### src/wdt_pkg.sv
// Behaviour
// - writing one to the strobe bit reloads the counter from the timeout field and restarts, or goes idle when the field is zero.
// - writing zero to the strobe bit changes nothing in the watchdog.
// - the strobe bit clears itself once the reload has been done.
// - the strobe bit is write-only and always reads as zero.
// - while the write-lock bit is one, writes to the timeout field are ignored.
// - with the write-lock bit zero, the timeout field takes the written value.
// - timeout equals field value times one 32 Hz tick of 31.25 ms.
package wdt_pkg;
    localparam logic [7:0] WATCHDOG_CONTROL_IDX = 8'h07;
    localparam logic [7:0] IRQ_STATUS_IDX = 8'h10;
    localparam logic [7:0] IRQ_MASK_IDX = 8'h11;
    localparam logic [7:0] COUNT_STATUS_IDX = 8'h12;
    localparam int STROBE_BIT = 7;
    localparam int LOCK_BIT = 6;
    localparam int FIELD_W = 6;
    localparam logic [5:0] TIMEOUT_RESET = 6'h00;
    localparam int CLK_HZ = 20000000;
    localparam int TICK_HZ = 32;
    localparam int TICK_CYCLES = CLK_HZ / TICK_HZ;
    localparam logic [7:0] EVT_TIMEOUT_BIT = 8'h01;

    typedef struct packed {
        logic lock;
        logic [5:0] field;
    } wd_cfg_t;

    typedef enum logic [1:0] {
        ST_IDLE = 2'b00,
        ST_RUN = 2'b01,
        ST_EXPIRED = 2'b10
    } wd_state_t;
endpackage : wdt_pkg

### src/tick_divider.sv
module tick_divider
    import wdt_pkg::*;
#(
    parameter int CYCLES = TICK_CYCLES
) (
    input wire logic clk,
    input wire logic rst_b,
    input wire logic restart,
    output logic tick
);
    logic [31:0] count;

    // restart aligns the tick phase so a reload gives a full first period
    always_ff @(posedge clk) begin
        if (!rst_b || restart) begin
            count <= 32'h0;
            tick <= 1'b0;
        end else if (count == 32'(CYCLES - 1)) begin
            count <= 32'h0;
            tick <= 1'b1;
        end else begin
            count <= count + 32'h1;
            tick <= 1'b0;
        end
    end
endmodule : tick_divider

### src/watchdog_timer_control.sv
module watchdog_timer_control
    import wdt_pkg::*;
#(
    parameter int TICK_DIV = TICK_CYCLES
) (
    input wire logic MCLK,
    input wire logic RST_B,
    input wire logic CYC_I,
    input wire logic STB_I,
    input wire logic WE_I,
    input wire logic [9:0] ADR_I,
    input wire logic [3:0] SEL_I,
    input wire logic [31:0] DAT_I,
    output logic [31:0] DAT_O,
    output logic ACK_O,
    output logic ERR_O,
    output logic IRQ,
    output logic WD_TIMEOUT
);
    wd_cfg_t cfg;
    wd_state_t state;
    logic strobe_pending;
    logic [5:0] remaining;
    logic tick;
    logic [7:0] irq_status;
    logic [7:0] irq_mask;
    logic req;
    logic mapped;
    logic wr;
    logic [7:0] idx;
    logic expire;

    function automatic logic addr_is(input logic [9:0] a, input logic [7:0] i);
        return a[9:2] == i && a[1:0] == 2'b00;
    endfunction : addr_is

    assign req = CYC_I && STB_I && !ACK_O && !ERR_O;
    assign idx = ADR_I[9:2];
    assign mapped = addr_is(ADR_I, WATCHDOG_CONTROL_IDX) || addr_is(ADR_I, IRQ_STATUS_IDX)
        || addr_is(ADR_I, IRQ_MASK_IDX) || addr_is(ADR_I, COUNT_STATUS_IDX);
    assign wr = req && WE_I && SEL_I[0] && mapped;

    // one-cycle ack; unmapped addresses answer with err
    always_ff @(posedge MCLK) begin
        if (!RST_B) begin
            ACK_O <= 1'b0;
            ERR_O <= 1'b0;
        end else begin
            ACK_O <= req && mapped;
            ERR_O <= req && !mapped;
        end
    end

    always_ff @(posedge MCLK) begin
        if (!RST_B) begin
            DAT_O <= 32'h0;
        end else if (req && !WE_I) begin
            case (idx)
                // strobe position always reads zero
                WATCHDOG_CONTROL_IDX: DAT_O <= {24'h0, 1'b0, cfg.lock, cfg.field};
                IRQ_STATUS_IDX: DAT_O <= {24'h0, irq_status};
                IRQ_MASK_IDX: DAT_O <= {24'h0, irq_mask};
                COUNT_STATUS_IDX: DAT_O <= {24'h0, state, remaining};
                default: DAT_O <= 32'h0;
            endcase
        end
    end

    always_ff @(posedge MCLK) begin
        if (!RST_B) begin
            cfg <= '{lock: 1'b0, field: TIMEOUT_RESET};
        end else if (wr && idx == WATCHDOG_CONTROL_IDX) begin
            cfg.lock <= DAT_I[LOCK_BIT];
            // lock as it stood before this write gates the field
            if (!cfg.lock) begin
                cfg.field <= DAT_I[FIELD_W-1:0];
            end
        end
    end

    // a write of zero leaves the pending strobe alone
    always_ff @(posedge MCLK) begin
        if (!RST_B) begin
            strobe_pending <= 1'b0;
        end else if (wr && idx == WATCHDOG_CONTROL_IDX && DAT_I[STROBE_BIT]) begin
            strobe_pending <= 1'b1;
        end else if (strobe_pending) begin
            strobe_pending <= 1'b0;
        end
    end

    tick_divider #(
        .CYCLES(TICK_DIV)
    ) u_tick (
        .clk(MCLK),
        .rst_b(RST_B),
        .restart(strobe_pending),
        .tick(tick)
    );

    assign expire = state == ST_RUN && tick && remaining == 6'h01;

    // idle until the first strobe; a zero field never arms the counter
    always_ff @(posedge MCLK) begin
        if (!RST_B) begin
            state <= ST_IDLE;
            remaining <= 6'h00;
        end else if (strobe_pending) begin
            remaining <= cfg.field;
            state <= (cfg.field == 6'h00) ? ST_IDLE : ST_RUN;
        end else begin
            case (state)
                ST_IDLE: state <= ST_IDLE;
                ST_RUN: begin
                    if (tick) begin
                        remaining <= remaining - 6'h01;
                        if (expire) begin
                            state <= ST_EXPIRED;
                        end
                    end
                end
                ST_EXPIRED: state <= ST_EXPIRED;
                default: state <= ST_IDLE;
            endcase
        end
    end

    always_ff @(posedge MCLK) begin
        if (!RST_B) begin
            WD_TIMEOUT <= 1'b0;
        end else begin
            WD_TIMEOUT <= expire;
        end
    end

    // set wins over a write-one clear in the same cycle
    always_ff @(posedge MCLK) begin
        if (!RST_B) begin
            irq_status <= 8'h00;
        end else begin
            if (wr && idx == IRQ_STATUS_IDX) begin
                irq_status <= irq_status & ~DAT_I[7:0] & EVT_TIMEOUT_BIT;
            end
            if (expire) begin
                irq_status[0] <= 1'b1;
            end
        end
    end

    always_ff @(posedge MCLK) begin
        if (!RST_B) begin
            irq_mask <= 8'h00;
        end else if (wr && idx == IRQ_MASK_IDX) begin
            irq_mask <= DAT_I[7:0] & EVT_TIMEOUT_BIT;
        end
    end

    assign IRQ = |(irq_status & irq_mask);
endmodule : watchdog_timer_control

### config.mk
export PLATFORM = sky130hd
export DESIGN_NAME = watchdog_timer_control
export DESIGN_NICKNAME = d
export VERILOG_FILES = /design/src/wdt_pkg.sv /design/src/tick_divider.sv /design/src/watchdog_timer_control.sv
export SDC_FILE = /design/constraint.sdc
export NUM_CORES = 1
export LEC_CHECK = 0
export ABC_AREA = 0
export BUFFER_PORTS_ARGS = -buffer_cell sky130_fd_sc_hd__buf_2
export CELL_PAD_IN_SITES_DETAIL_PLACEMENT = 1
export CELL_PAD_IN_SITES_GLOBAL_PLACEMENT = 1
export CORE_MARGIN = 3
export CORE_UTILIZATION = 39
export DETAILED_ROUTE_END_ITERATION = 16
export GPL_TIMING_DRIVEN = 0
export PLACE_DENSITY = 0.86
export SLEW_MARGIN = 40
export SYNTH_ARGS = -nofsm -noshare
export SYNTH_HDL_FRONTEND = slang
export SYNTH_SLANG_ARGS = --single-unit
### constraint.sdc
create_clock -name MCLK -period 2.17 [get_ports MCLK]
set_input_delay 0.1085 -clock MCLK [delete_from_list [all_inputs] [get_ports MCLK]]
set_output_delay 0.1085 -clock MCLK [all_outputs]
set_load 0.02 [all_outputs]
# Yosys cells after proc, flatten, opt, wreduce, memory -nomap -nowiden
# Cells that the tools add are included.
# totals
register_bits	86
in_bits	51
elab_cells	80
out_inout_bits	36
# op_classes
reduce_logical	38
eq_ne	10
add_sub_neg	2
n_mux	13
bitwise_logic	4
# op_table
op	n
$add 32x1->32 const B	1
$eq 32x20->1 const B	1
$pmux 8 s4	1
$eq 8x5->1 const B	3
$logic_and 1x1->1	19
$mux 6	3
$eq 8x3->1 const B	1
$reduce_or 8->1	1
$eq 6x1->1 const B	1
$logic_not 6->1	1
$mux 2	3
$reduce_and 2->1	3
$reduce_bool 2->1	3
$sub 6x1->6 const B	1
$logic_not 1->1	5
$mux 1	5
$logic_or 1x1->1	4
$pmux 2 s2	1
$ne 3x2->1 const B	1
$ne 3x3->1 const B	1
$and 1x1->1	2
$eq 2x1->1 const B	1
$eq 2x2->1 const B	1
$logic_not 2->1	1
2 further kinds	3

# Depth between registers and ports, before layout
# Gate-level depths: netlist of run 1.
# logic_depth
depth_word	9
depth_mapped	6
ltp_nobuf	6

# Modules after synthesis
# Synthesis of run 1 repeated with hierarchy kept, for this count alone.
# unflattened
cells_unflattened	385
hier_area_um2	3338.2
# modules_own_cells
mod	cells_per_inst	area_per_inst_um2	seq_area_each_um2	n_inst
tick_divider	199	1750.4	660.6	1
watchdog_timer_control	186	1587.8	580.6	1

# Worst setup path before layout of run 1
# Ideal clock, no wire load.
# synth_path
kind	register to register
from	register u_tick.count[0]
to	register u_tick.count[30]
slack_ns	0.366
path_buffers	0
t_required_ns	2.100
period_less_slack_ns	1.804
setup_ns	0.070
stages_incl_launch_ff	6
t_arrival_ns	1.734
path_cell_list	dfxtp_1 -> ha_1 -> nand4_1 -> or4_4 -> or4_1 -> a21oi_1
# synth_between
elab_chain_cells	2
elab_cells_between_ends	3
cone_classes	add/sub (1); eq/ne (1); reduce/logical (1)
# synth_rtl
element	line	source
start: declaration	tick_divider.sv:11	logic [31:0] count;
start signal: assignment	tick_divider.sv:22	count <= count + 32'h1;
branches (longest 2 deep; another with $add 32x1->32)	-	
# Several ways; the timed one is not identified.
# A chain may end at the register's enable or synchronous reset.

# Worst setup path in the final report of run 1
# layout_path
from	register u_tick.count[15]
to	register u_tick.count[27]
# The elaborated chain is that of the path after synthesis.

==> flow_metrics.env, run 1 <==
export IMPL_pwr_share_seq_pct=47.7
export IMPL_power_total_mw=2.41
export IMPL_maxSlewViolCount=0
export IMPL_design_area_mm2=0.00382
export IMPL_grt_total_usage_pct=19.5
export IMPL_crit_path_cell_trace="and4_1 > nand4_1 > buf_4 > o41a_1 > o21ba_2"
export IMPL_numCtsBuffers=9
export IMPL_grt_pass1_wl_um=14200
export IMPL_cpMaxStageDelayCell="dfxtp_1"
export IMPL_clock_latency_ns=0.34
export IMPL_rsz0062_at_grt="no"
export IMPL_crit_buf_inv=1
export IMPL_status="completed"
export IMPL_p_int_mw=1.86
export IMPL_crit_type="reg -> reg"
export IMPL_period_share_pct=92.4
export IMPL_drive_gt1_share_pct=23.0
export IMPL_combPwrFrac_pct=6.4
export IMPL_clk_pin_slew_ns=0.07
export IMPL_cts_tree="done"
export IMPL_switching_share_pct=22.7
export IMPL_synth_seq_cells=62
export IMPL_max_cap_violations=0
export IMPL_yosys_warnings=0
export IMPL_fp_row_count=32
export IMPL_wirelength_um=8670
export IMPL_cp_data_required_time_ns=2.40
export IMPL_place_area_mm2=0.00358
export IMPL_p_leak_nw=1.50
export IMPL_seq_area_frac_synth_pct=38.9
export IMPL_r2r_slack_ns=0.16
export IMPL_r2r_start="u_tick.count[15]$_SDFF_PP0_"
export IMPL_p_per_area_mw_per_mm2=631
export IMPL_crit_path_start_kind="flip-flop"
export IMPL_r2r_cells=5
export IMPL_hpwl_um=6360
export IMPL_drc_errors=0
export IMPL_syn_area_mm2=0.00319
export IMPL_core_area_mm2=0.00785
export IMPL_grt_max_degree=11
export IMPL_r2r_end="u_tick.count[27]$_SDFF_PP0_"
export IMPL_vias=3038
export IMPL_path_depth=5
export IMPL_startpoint="u_tick.count[15]$_SDFF_PP0_"
export IMPL_relSlewSlack_pct=48.3
export IMPL_insertedDiodeCount=0
export IMPL_skew_ns=0.00961
export IMPL_gp_congestion=0.833
export IMPL_path_delay_family="simple AND/OR/NAND/NOR gates"
export IMPL_synth_edff_count=0
export IMPL_synth_avg_cell_area_um2=8.80
export IMPL_syn_inst=363
export IMPL_grt_ovfl_total=0
export IMPL_initial_core_util_pct=40.7
export IMPL_worst_pin_slew_ns=0.769
export IMPL_slowest_delay_ns=0.47
export IMPL_utilization_pct=48.7
export IMPL_ys_flop_type="dfxtp_1"
export IMPL_finalSetupTns_ns=0
export IMPL_ctsHtreeMaxLevel=3
export IMPL_die_h_um=96.5
export IMPL_setup_violations=0
export IMPL_peakVddDrop_v=0.000352
export IMPL_fmax_ghz=0.498
export IMPL_port_buffers=35
export IMPL_grt_pass1_vias=2962
export IMPL_async_reset_ff_share_pct=0
export IMPL_vias_per_cell=5.62
export IMPL_ctsLongestPathBuffers=2
export IMPL_drtAntennaViolNets=0
export IMPL_syn_to_final_growth_pct=19.7
export IMPL_path_max_fanout=7
export IMPL_drt_iter0_drc=122
export IMPL_drtPass1Iterations=4
export IMPL_clockPowerShare_pct=45.9
export IMPL_dieArea_mm2=0.00931
export IMPL_p_switching_uw=548
export IMPL_avgRoutedWirePerCell_um=16.0
export IMPL_crit_path_end="u_tick.count[27]$_SDFF_PP0_"
export IMPL_finalNetCount=489
export IMPL_critPathArrivalTime_ns=2.24
export IMPL_synth_distinct_cells=59
export IMPL_ios=87
export IMPL_cp_end_kind="flip-flop"
export IMPL_layout_min_cycle_time_ns=2.01
export IMPL_antenna_found_initial=0
export IMPL_cts_root_buffer="clkbuf_8"
export IMPL_clock_sinks=62
export IMPL_timing_final_hold_violations=0
export IMPL_die_w_um=96.5
export IMPL_hp_class="in -> reg"
placed cells by master (no fill, tap or decap), types with 2 or more instances in the layout:
| cell | Yosys | routed |
|---|---|---|
| and4b_1 | 2 | 2 |
| a21oi_1 | 30 | 30 |
| or3_1 | 8 | 8 |
| nor3_1 | 3 | 3 |
| or4_4 | 3 | 3 |
| nand2b_1 | 6 | 6 |
| buf_4 | 24 | 25 |
| clkbuf_1 | 9 | 10 |
| nand3b_1 | 5 | 5 |
| nand2_1 | 21 | 21 |
| o31ai_1 | 11 | 11 |
| a21oi_2 | 2 | 2 |
| xnor2_1 | 6 | 6 |
| inv_1 | 7 | 7 |
| nand3_1 | 11 | 11 |
| or4b_2 | 2 | 2 |
| or4bb_1 | 2 | 2 |
| a222oi_1 | 6 | 6 |
| or4_1 | 12 | 12 |
| and2_1 | 4 | 4 |
| clkbuf_8 | 0 | 13 |
| nor2_1 | 27 | 27 |
| nand4_1 | 14 | 14 |
| o41ai_1 | 2 | 2 |
| and4_2 | 1 | 2 |
| and3_1 | 4 | 4 |
| buf_2 | 4 | 39 |
| or2_2 | 2 | 2 |
| o21ai_0 | 14 | 14 |
| ha_1 | 4 | 4 |
| and4_1 | 4 | 3 |
| nor4b_1 | 3 | 3 |
| dfxtp_1 | 62 | 62 |
| conb_1 | 1 | 24 |
| xor2_1 | 11 | 11 |
| o211a_1 | 3 | 3 |
| nor4_1 | 10 | 10 |
per-stage QoR:
stage          worst slack, ns  hold slack [ns]  cells
2_1_floorplan            0.366            0.245    386
3_3_place_gp             0.231            0.345    523
3_5_place_dp             0.166            0.341    523
4_1_cts                  0.126          0.00730    540
6_report                 0.164           0.0214    541
5_1_grt                0.00793           0.0125    541
metal layers:
metal / vias up / global-route usage (%) / routed length (um)
li1: 1462 / - / -
met1: 1497 / 24.0 / 3710
met2: 60 / 33.6 / 4470
met3: 19 / 3.72 / 311
met4: 0 / 7.71 / 185
met5: - / 0 / 0
Yosys cell counts (4+ instances only):
master | instances | area (um^2)
nand4_1 | 14 | 87.6
and4_1 | 4 | 35.0
nor2_1 | 27 | 101
buf_4 | 24 | 180
xnor2_1 | 6 | 52.6
or4_1 | 12 | 90.1
xor2_1 | 11 | 96.3
nand3b_1 | 5 | 37.5
and2_1 | 4 | 25.0
dfxtp_1 | 62 | 1240
nand2b_1 | 6 | 37.5
o21ai_0 | 14 | 70.1
and3_1 | 4 | 25.0
buf_2 | 4 | 20.0
nor4_1 | 10 | 62.6
nand2_1 | 21 | 78.8
inv_1 | 7 | 26.3
clkbuf_1 | 9 | 33.8
a222oi_1 | 6 | 60.1
a21oi_1 | 30 | 150
or3_1 | 8 | 50.1
o31ai_1 | 11 | 82.6
nand3_1 | 11 | 55.1
ha_1 | 4 | 50.1
tightest hold or removal path: stages:
cell	delay, ns
buf_2	0.09
nand2_1	0.05
a21oi_1	0.05
kinds of logic after synthesis:
group | count (synthesis) | synth area share [%]
AOI/OAI and AO/OA | 76 | 15.9
xor gates and xnor gates | 17 | 4.66
adders and majority gates | 4 | 1.57
buffers and inverters | 46 | 8.62
DFF | 62 | 38.9
muxes | 2 | 0.666
other | 1 | 0.117
and+or+nand+nor | 155 | 29.7
power by group through the flow:
stage / Sequential (mW) / Combinational (mW) / Clock, mW
finish: 1.15 / 0.155 / 1.11
detailed placement: 1.18 / 0.151 / 0
global placement: 1.18 / 0.147 / 0
floorplan: 1.18 / 0.107 / 0
CTS: 1.15 / 0.153 / 1.12
global route: 1.15 / 0.171 / 1.18
registers in the layout (all words and copies together) (netlist names), 2 cells and up:
| name | count |
|---|---|
| u_tick.count | 32 |
| remaining | 6 |
| state | 2 |
| cfg | 7 |
| DAT_O | 8 |
worst min-delay path by stage:
stage,startpoint,end,slack (ns),depth (start not counted)
final,DAT_I[6],cfg[6]$_SDFFE_PN0P_,0.02,3
after global routing,DAT_I[6],cfg[6]$_SDFFE_PN0P_,0.01,3
after CTS,DAT_I[6],cfg[6]$_SDFFE_PN0P_,0.007,3
after detailed placement,DAT_I[7],strobe_pending$_SDFF_PN0_,0.34,2
after global placement,DAT_I[7],strobe_pending$_SDFF_PN0_,0.34,2
after floorplan,DAT_I[6],cfg[6]$_SDFFE_PN0P_,0.24,2
cell type report:
| type | count | area (um^2) |
|---|---|---|
| clock buffers | 14 | 183 |
| repair buffers | 37 | 193 |
| fillers | 974 | 4030 |
| clock inverters | 2 | 37.5 |
| flip-flops and latches | 62 | 1240 |
| plain buffers | 38 | 245 |
| inverters | 8 | 30.0 |
| multi-input cells | 278 | 1770 |
| well taps | 102 | 128 |
timing repair:
action                                  in CTS  in global routing
buffers inserted                             0                  1
hold buffers                                 1                  0
hold endpoints to repair                     1                  0
endpoints found under the setup margin       0                  4
resized for setup                            0                  1
Power figures use the tool's default switching activity.
==> run 2: changes to the inputs <==
--- a/config.mk
+++ b/config.mk
@@ -5,12 +5,12 @@
 export SDC_FILE = /design/constraint.sdc
 export NUM_CORES = 1
 export LEC_CHECK = 0
-export ABC_AREA = 0
+export ABC_AREA = 1
 export BUFFER_PORTS_ARGS = -buffer_cell sky130_fd_sc_hd__buf_2
 export CELL_PAD_IN_SITES_DETAIL_PLACEMENT = 1
 export CELL_PAD_IN_SITES_GLOBAL_PLACEMENT = 1
 export CORE_MARGIN = 3
-export CORE_UTILIZATION = 39
+export CORE_UTILIZATION = 37
 export DETAILED_ROUTE_END_ITERATION = 16
 export GPL_TIMING_DRIVEN = 0
 export PLACE_DENSITY = 0.86
==> flow_metrics.env, run 2 <==
export IMPL_avgRoutedWirePerCell_um=14.2
export IMPL_synth_area_top_cells="dfxtp_1, nand2_1, nor2_1, a21oi_1, buf_4"
export IMPL_core_area_mm2=0.00885
export IMPL_maxSlewViolCount=0
export IMPL_postCtsSetupRepairBufs=0
export IMPL_syn_to_final_growth_pct=19.6
export IMPL_use_met3_pct=4.10
export IMPL_busiest_layer="met2"
export IMPL_rsz0062_at_grt="no"
export IMPL_globalRouteMet2Util_pct=37.4
export IMPL_fmax_ghz=0.516
export IMPL_hp_start="DAT_I[0]"
export IMPL_hpwl_um=7690
export IMPL_yosysMostFrequentCell="nand2_1"
export IMPL_gp_congestion=0.918
export IMPL_peakVddDrop_v=0.000408
export IMPL_drt_iter0_drc=100
export IMPL_grt_max_degree=13
export IMPL_syn_area_mm2=0.00342
export IMPL_clk_pin_slew_ns=0.08
export IMPL_port_buffers=35
export IMPL_hp_class="in -> reg"
export IMPL_path_max_fanout=6
export IMPL_crit_type="reg -> reg"
export IMPL_r2r_start="u_tick.count[0]$_SDFF_PP0_"
export IMPL_drc_errors=0
export IMPL_skew_ns=0.00821
export IMPL_synth_seq_cells=62
export IMPL_setup_violations=0
export IMPL_initial_core_util_pct=38.7
export IMPL_vias=3444
export IMPL_cp_data_required_time_ns=2.41
export IMPL_multi_input_area_mm2=0.00186
export IMPL_seq_area_mm2=0.00124
export IMPL_cts_tree="done"
export IMPL_syn_inst=516
export IMPL_startpoint="u_tick.count[0]$_SDFF_PP0_"
export IMPL_grt_total_usage_pct=19.7
export IMPL_timing_final_hold_violations=0
export IMPL_antenna_found_initial=0
export IMPL_grt_pass1_wl_um=16000
export IMPL_regMostFlops="u_tick.count"
export IMPL_async_reset_ff_share_pct=0
export IMPL_synth_edff_count=0
export IMPL_synth_common_cells="nand2_1, nor2_1, dfxtp_1, inv_1, a21oi_1"
export IMPL_synth_top_area_share_pct=36.3
export IMPL_dieArea_mm2=0.0104
export IMPL_holdWs_ns=0.0114
export IMPL_grt_use_met1_pct=21.7
export IMPL_die_w_um=102
export IMPL_vias_per_cell=4.91
export IMPL_final_cell_mix="nand2_1, nor2_1, dfxtp_1"
export IMPL_yosys_warnings=0
export IMPL_ys_flop_type="dfxtp_1"
export IMPL_clock_latency_ns=0.35
export IMPL_drtAntennaViolNets=0
export IMPL_die_h_um=102
export IMPL_ctsHtreeMaxLevel=3
export IMPL_worst_pin_slew_ns=0.546
export IMPL_max_cap_violations=0
export IMPL_status="completed"
export IMPL_reg_top3="u_tick.count (32), DAT_O (8), cfg (7)"
export IMPL_cts_root_buffer="clkbuf_8"
export IMPL_wirelength_um=9940
export IMPL_clock_sinks=62
export IMPL_fp_row_count=34
export IMPL_layout_min_cycle_time_ns=1.94
export IMPL_seq_area_frac_synth_pct=36.3
export IMPL_ctsLongestPathBuffers=2
export IMPL_p_per_area_mw_per_mm2=629
export IMPL_insertedDiodeCount=0
export IMPL_synth_avg_cell_area_um2=6.63
export IMPL_p_leak_nw=1.60
export IMPL_crit_path_start_kind="flip-flop"
export IMPL_numCtsBuffers=9
export IMPL_relSlewSlack_pct=63.3
export IMPL_power_total_mw=2.58
export IMPL_largest_reg_flops=32
export IMPL_grt_pass1_vias=3434
export IMPL_critPathArrivalTime_ns=2.17
export IMPL_finalSetupTns_ns=0
export IMPL_ios=87
export IMPL_yosysTopAreaCell="dfxtp_1"
export IMPL_nFillCells=1212
export IMPL_period_share_pct=89.2
export IMPL_cp_end_kind="flip-flop"
export IMPL_drtPass1Iterations=5
export IMPL_final_common_cell="nand2_1"
export IMPL_finalNetCount=643
export IMPL_grt_ovfl_total=0
export IMPL_synth_distinct_cells=35
export IMPL_drive_gt1_share_pct=16.5
==> run 2: changes by cell type after synthesis, moves of 7 or more <==
cell     before  now
nand2_1      21  139
nor2_1       27   75
inv_1         7   48
nor3_1        3   18
or4_1        12    0
o31ai_1      11    0
or2_0         0    9
or3_1         8    0
a21oi_1      30   37
nand3_1      11   18
==> run 2: worst max-delay path, stage by stage (launching register included) <==
cell     delay, ns
dfxtp_1       0.44
ha_1          0.24
nand2_1       0.10
nor2_1        0.27
nand2_1       0.22
nor2_1        0.33
nand2_1       0.10
nand2_1       0.07
a21oi_1       0.06
==> run 2: stage by stage <==
stage	std cells	setup WS, ns	area [um^2]	utilization (%)
2_1_floorplan	539	0.697	3510	-
6_report	701	0.233	4090	46.3
5_1_grt	701	0.0576	4090	46.3
4_1_cts	701	0.195	4090	46.3
3_3_place_gp	682	0.240	3820	43.2
3_5_place_dp	682	0.203	3820	43.2
==> run 2: power breakdown <==
group          switching, mW  internal [mW]  total, mW
combinational          0.106         0.0632      0.169
clock                  0.492          0.768       1.26
sequential           0.00497           1.14       1.15
==> run 2: layout make-up <==
cell class | instances | area share [%]
Clock inverter | 7 | 2.96
Tap cell | 108 | 3.30
Sequential cell | 62 | 30.3
Inverter | 54 | 4.95
Buffer | 30 | 5.04
Multi-Input combinational cell | 393 | 45.4
Timing Repair Buffer | 38 | 5.01
Clock buffer | 9 | 3.03
==> run 2: routing by layer <==
metal  share of wire, %  up-vias  wire length (um)
met3                4.5       14               448
met4                1.6        0               155
li1                   -     1745                 -
met2                 51       72              5100
met5                  0        -                 0
met1                 43     1613              4240
==> run 2: kinds of logic (layout without fill, tap and decap cells) <==
logic type	count (synthesis)	count (layout)	share of synthesized area [%]
adder cells (fa/ha/maj)	4	4	1.46
buffers and inverters	84	138	12.0
XOR/XNOR	10	10	2.56
other	1	24	0.110
flip-flops	62	62	36.3
AND/OR/NAND/NOR	291	291	37.8
AO/OA/AOI/OAI	64	64	9.87
==> run 2: worst paths after layout <==
check | end | slack (ns) | cells after the start
min | irq_mask[0]$_SDFFE_PN0P_ | 0.01 | 3
max reg2reg | u_tick.count[26]$_SDFF_PP0_ | 0.23 | 8
max | u_tick.count[26]$_SDFF_PP0_ | 0.23 | 8
min reg2reg | DAT_O[5]$_SDFFE_PN0P_ | 0.47 | 2
==> run 2: repair_timing <==
item | CTS | global route
setup endpoints to repair | 0 | 0
gates resized for setup | 0 | 0
hold buffers | 3 | 0
endpoints found under the hold margin | 3 | 0
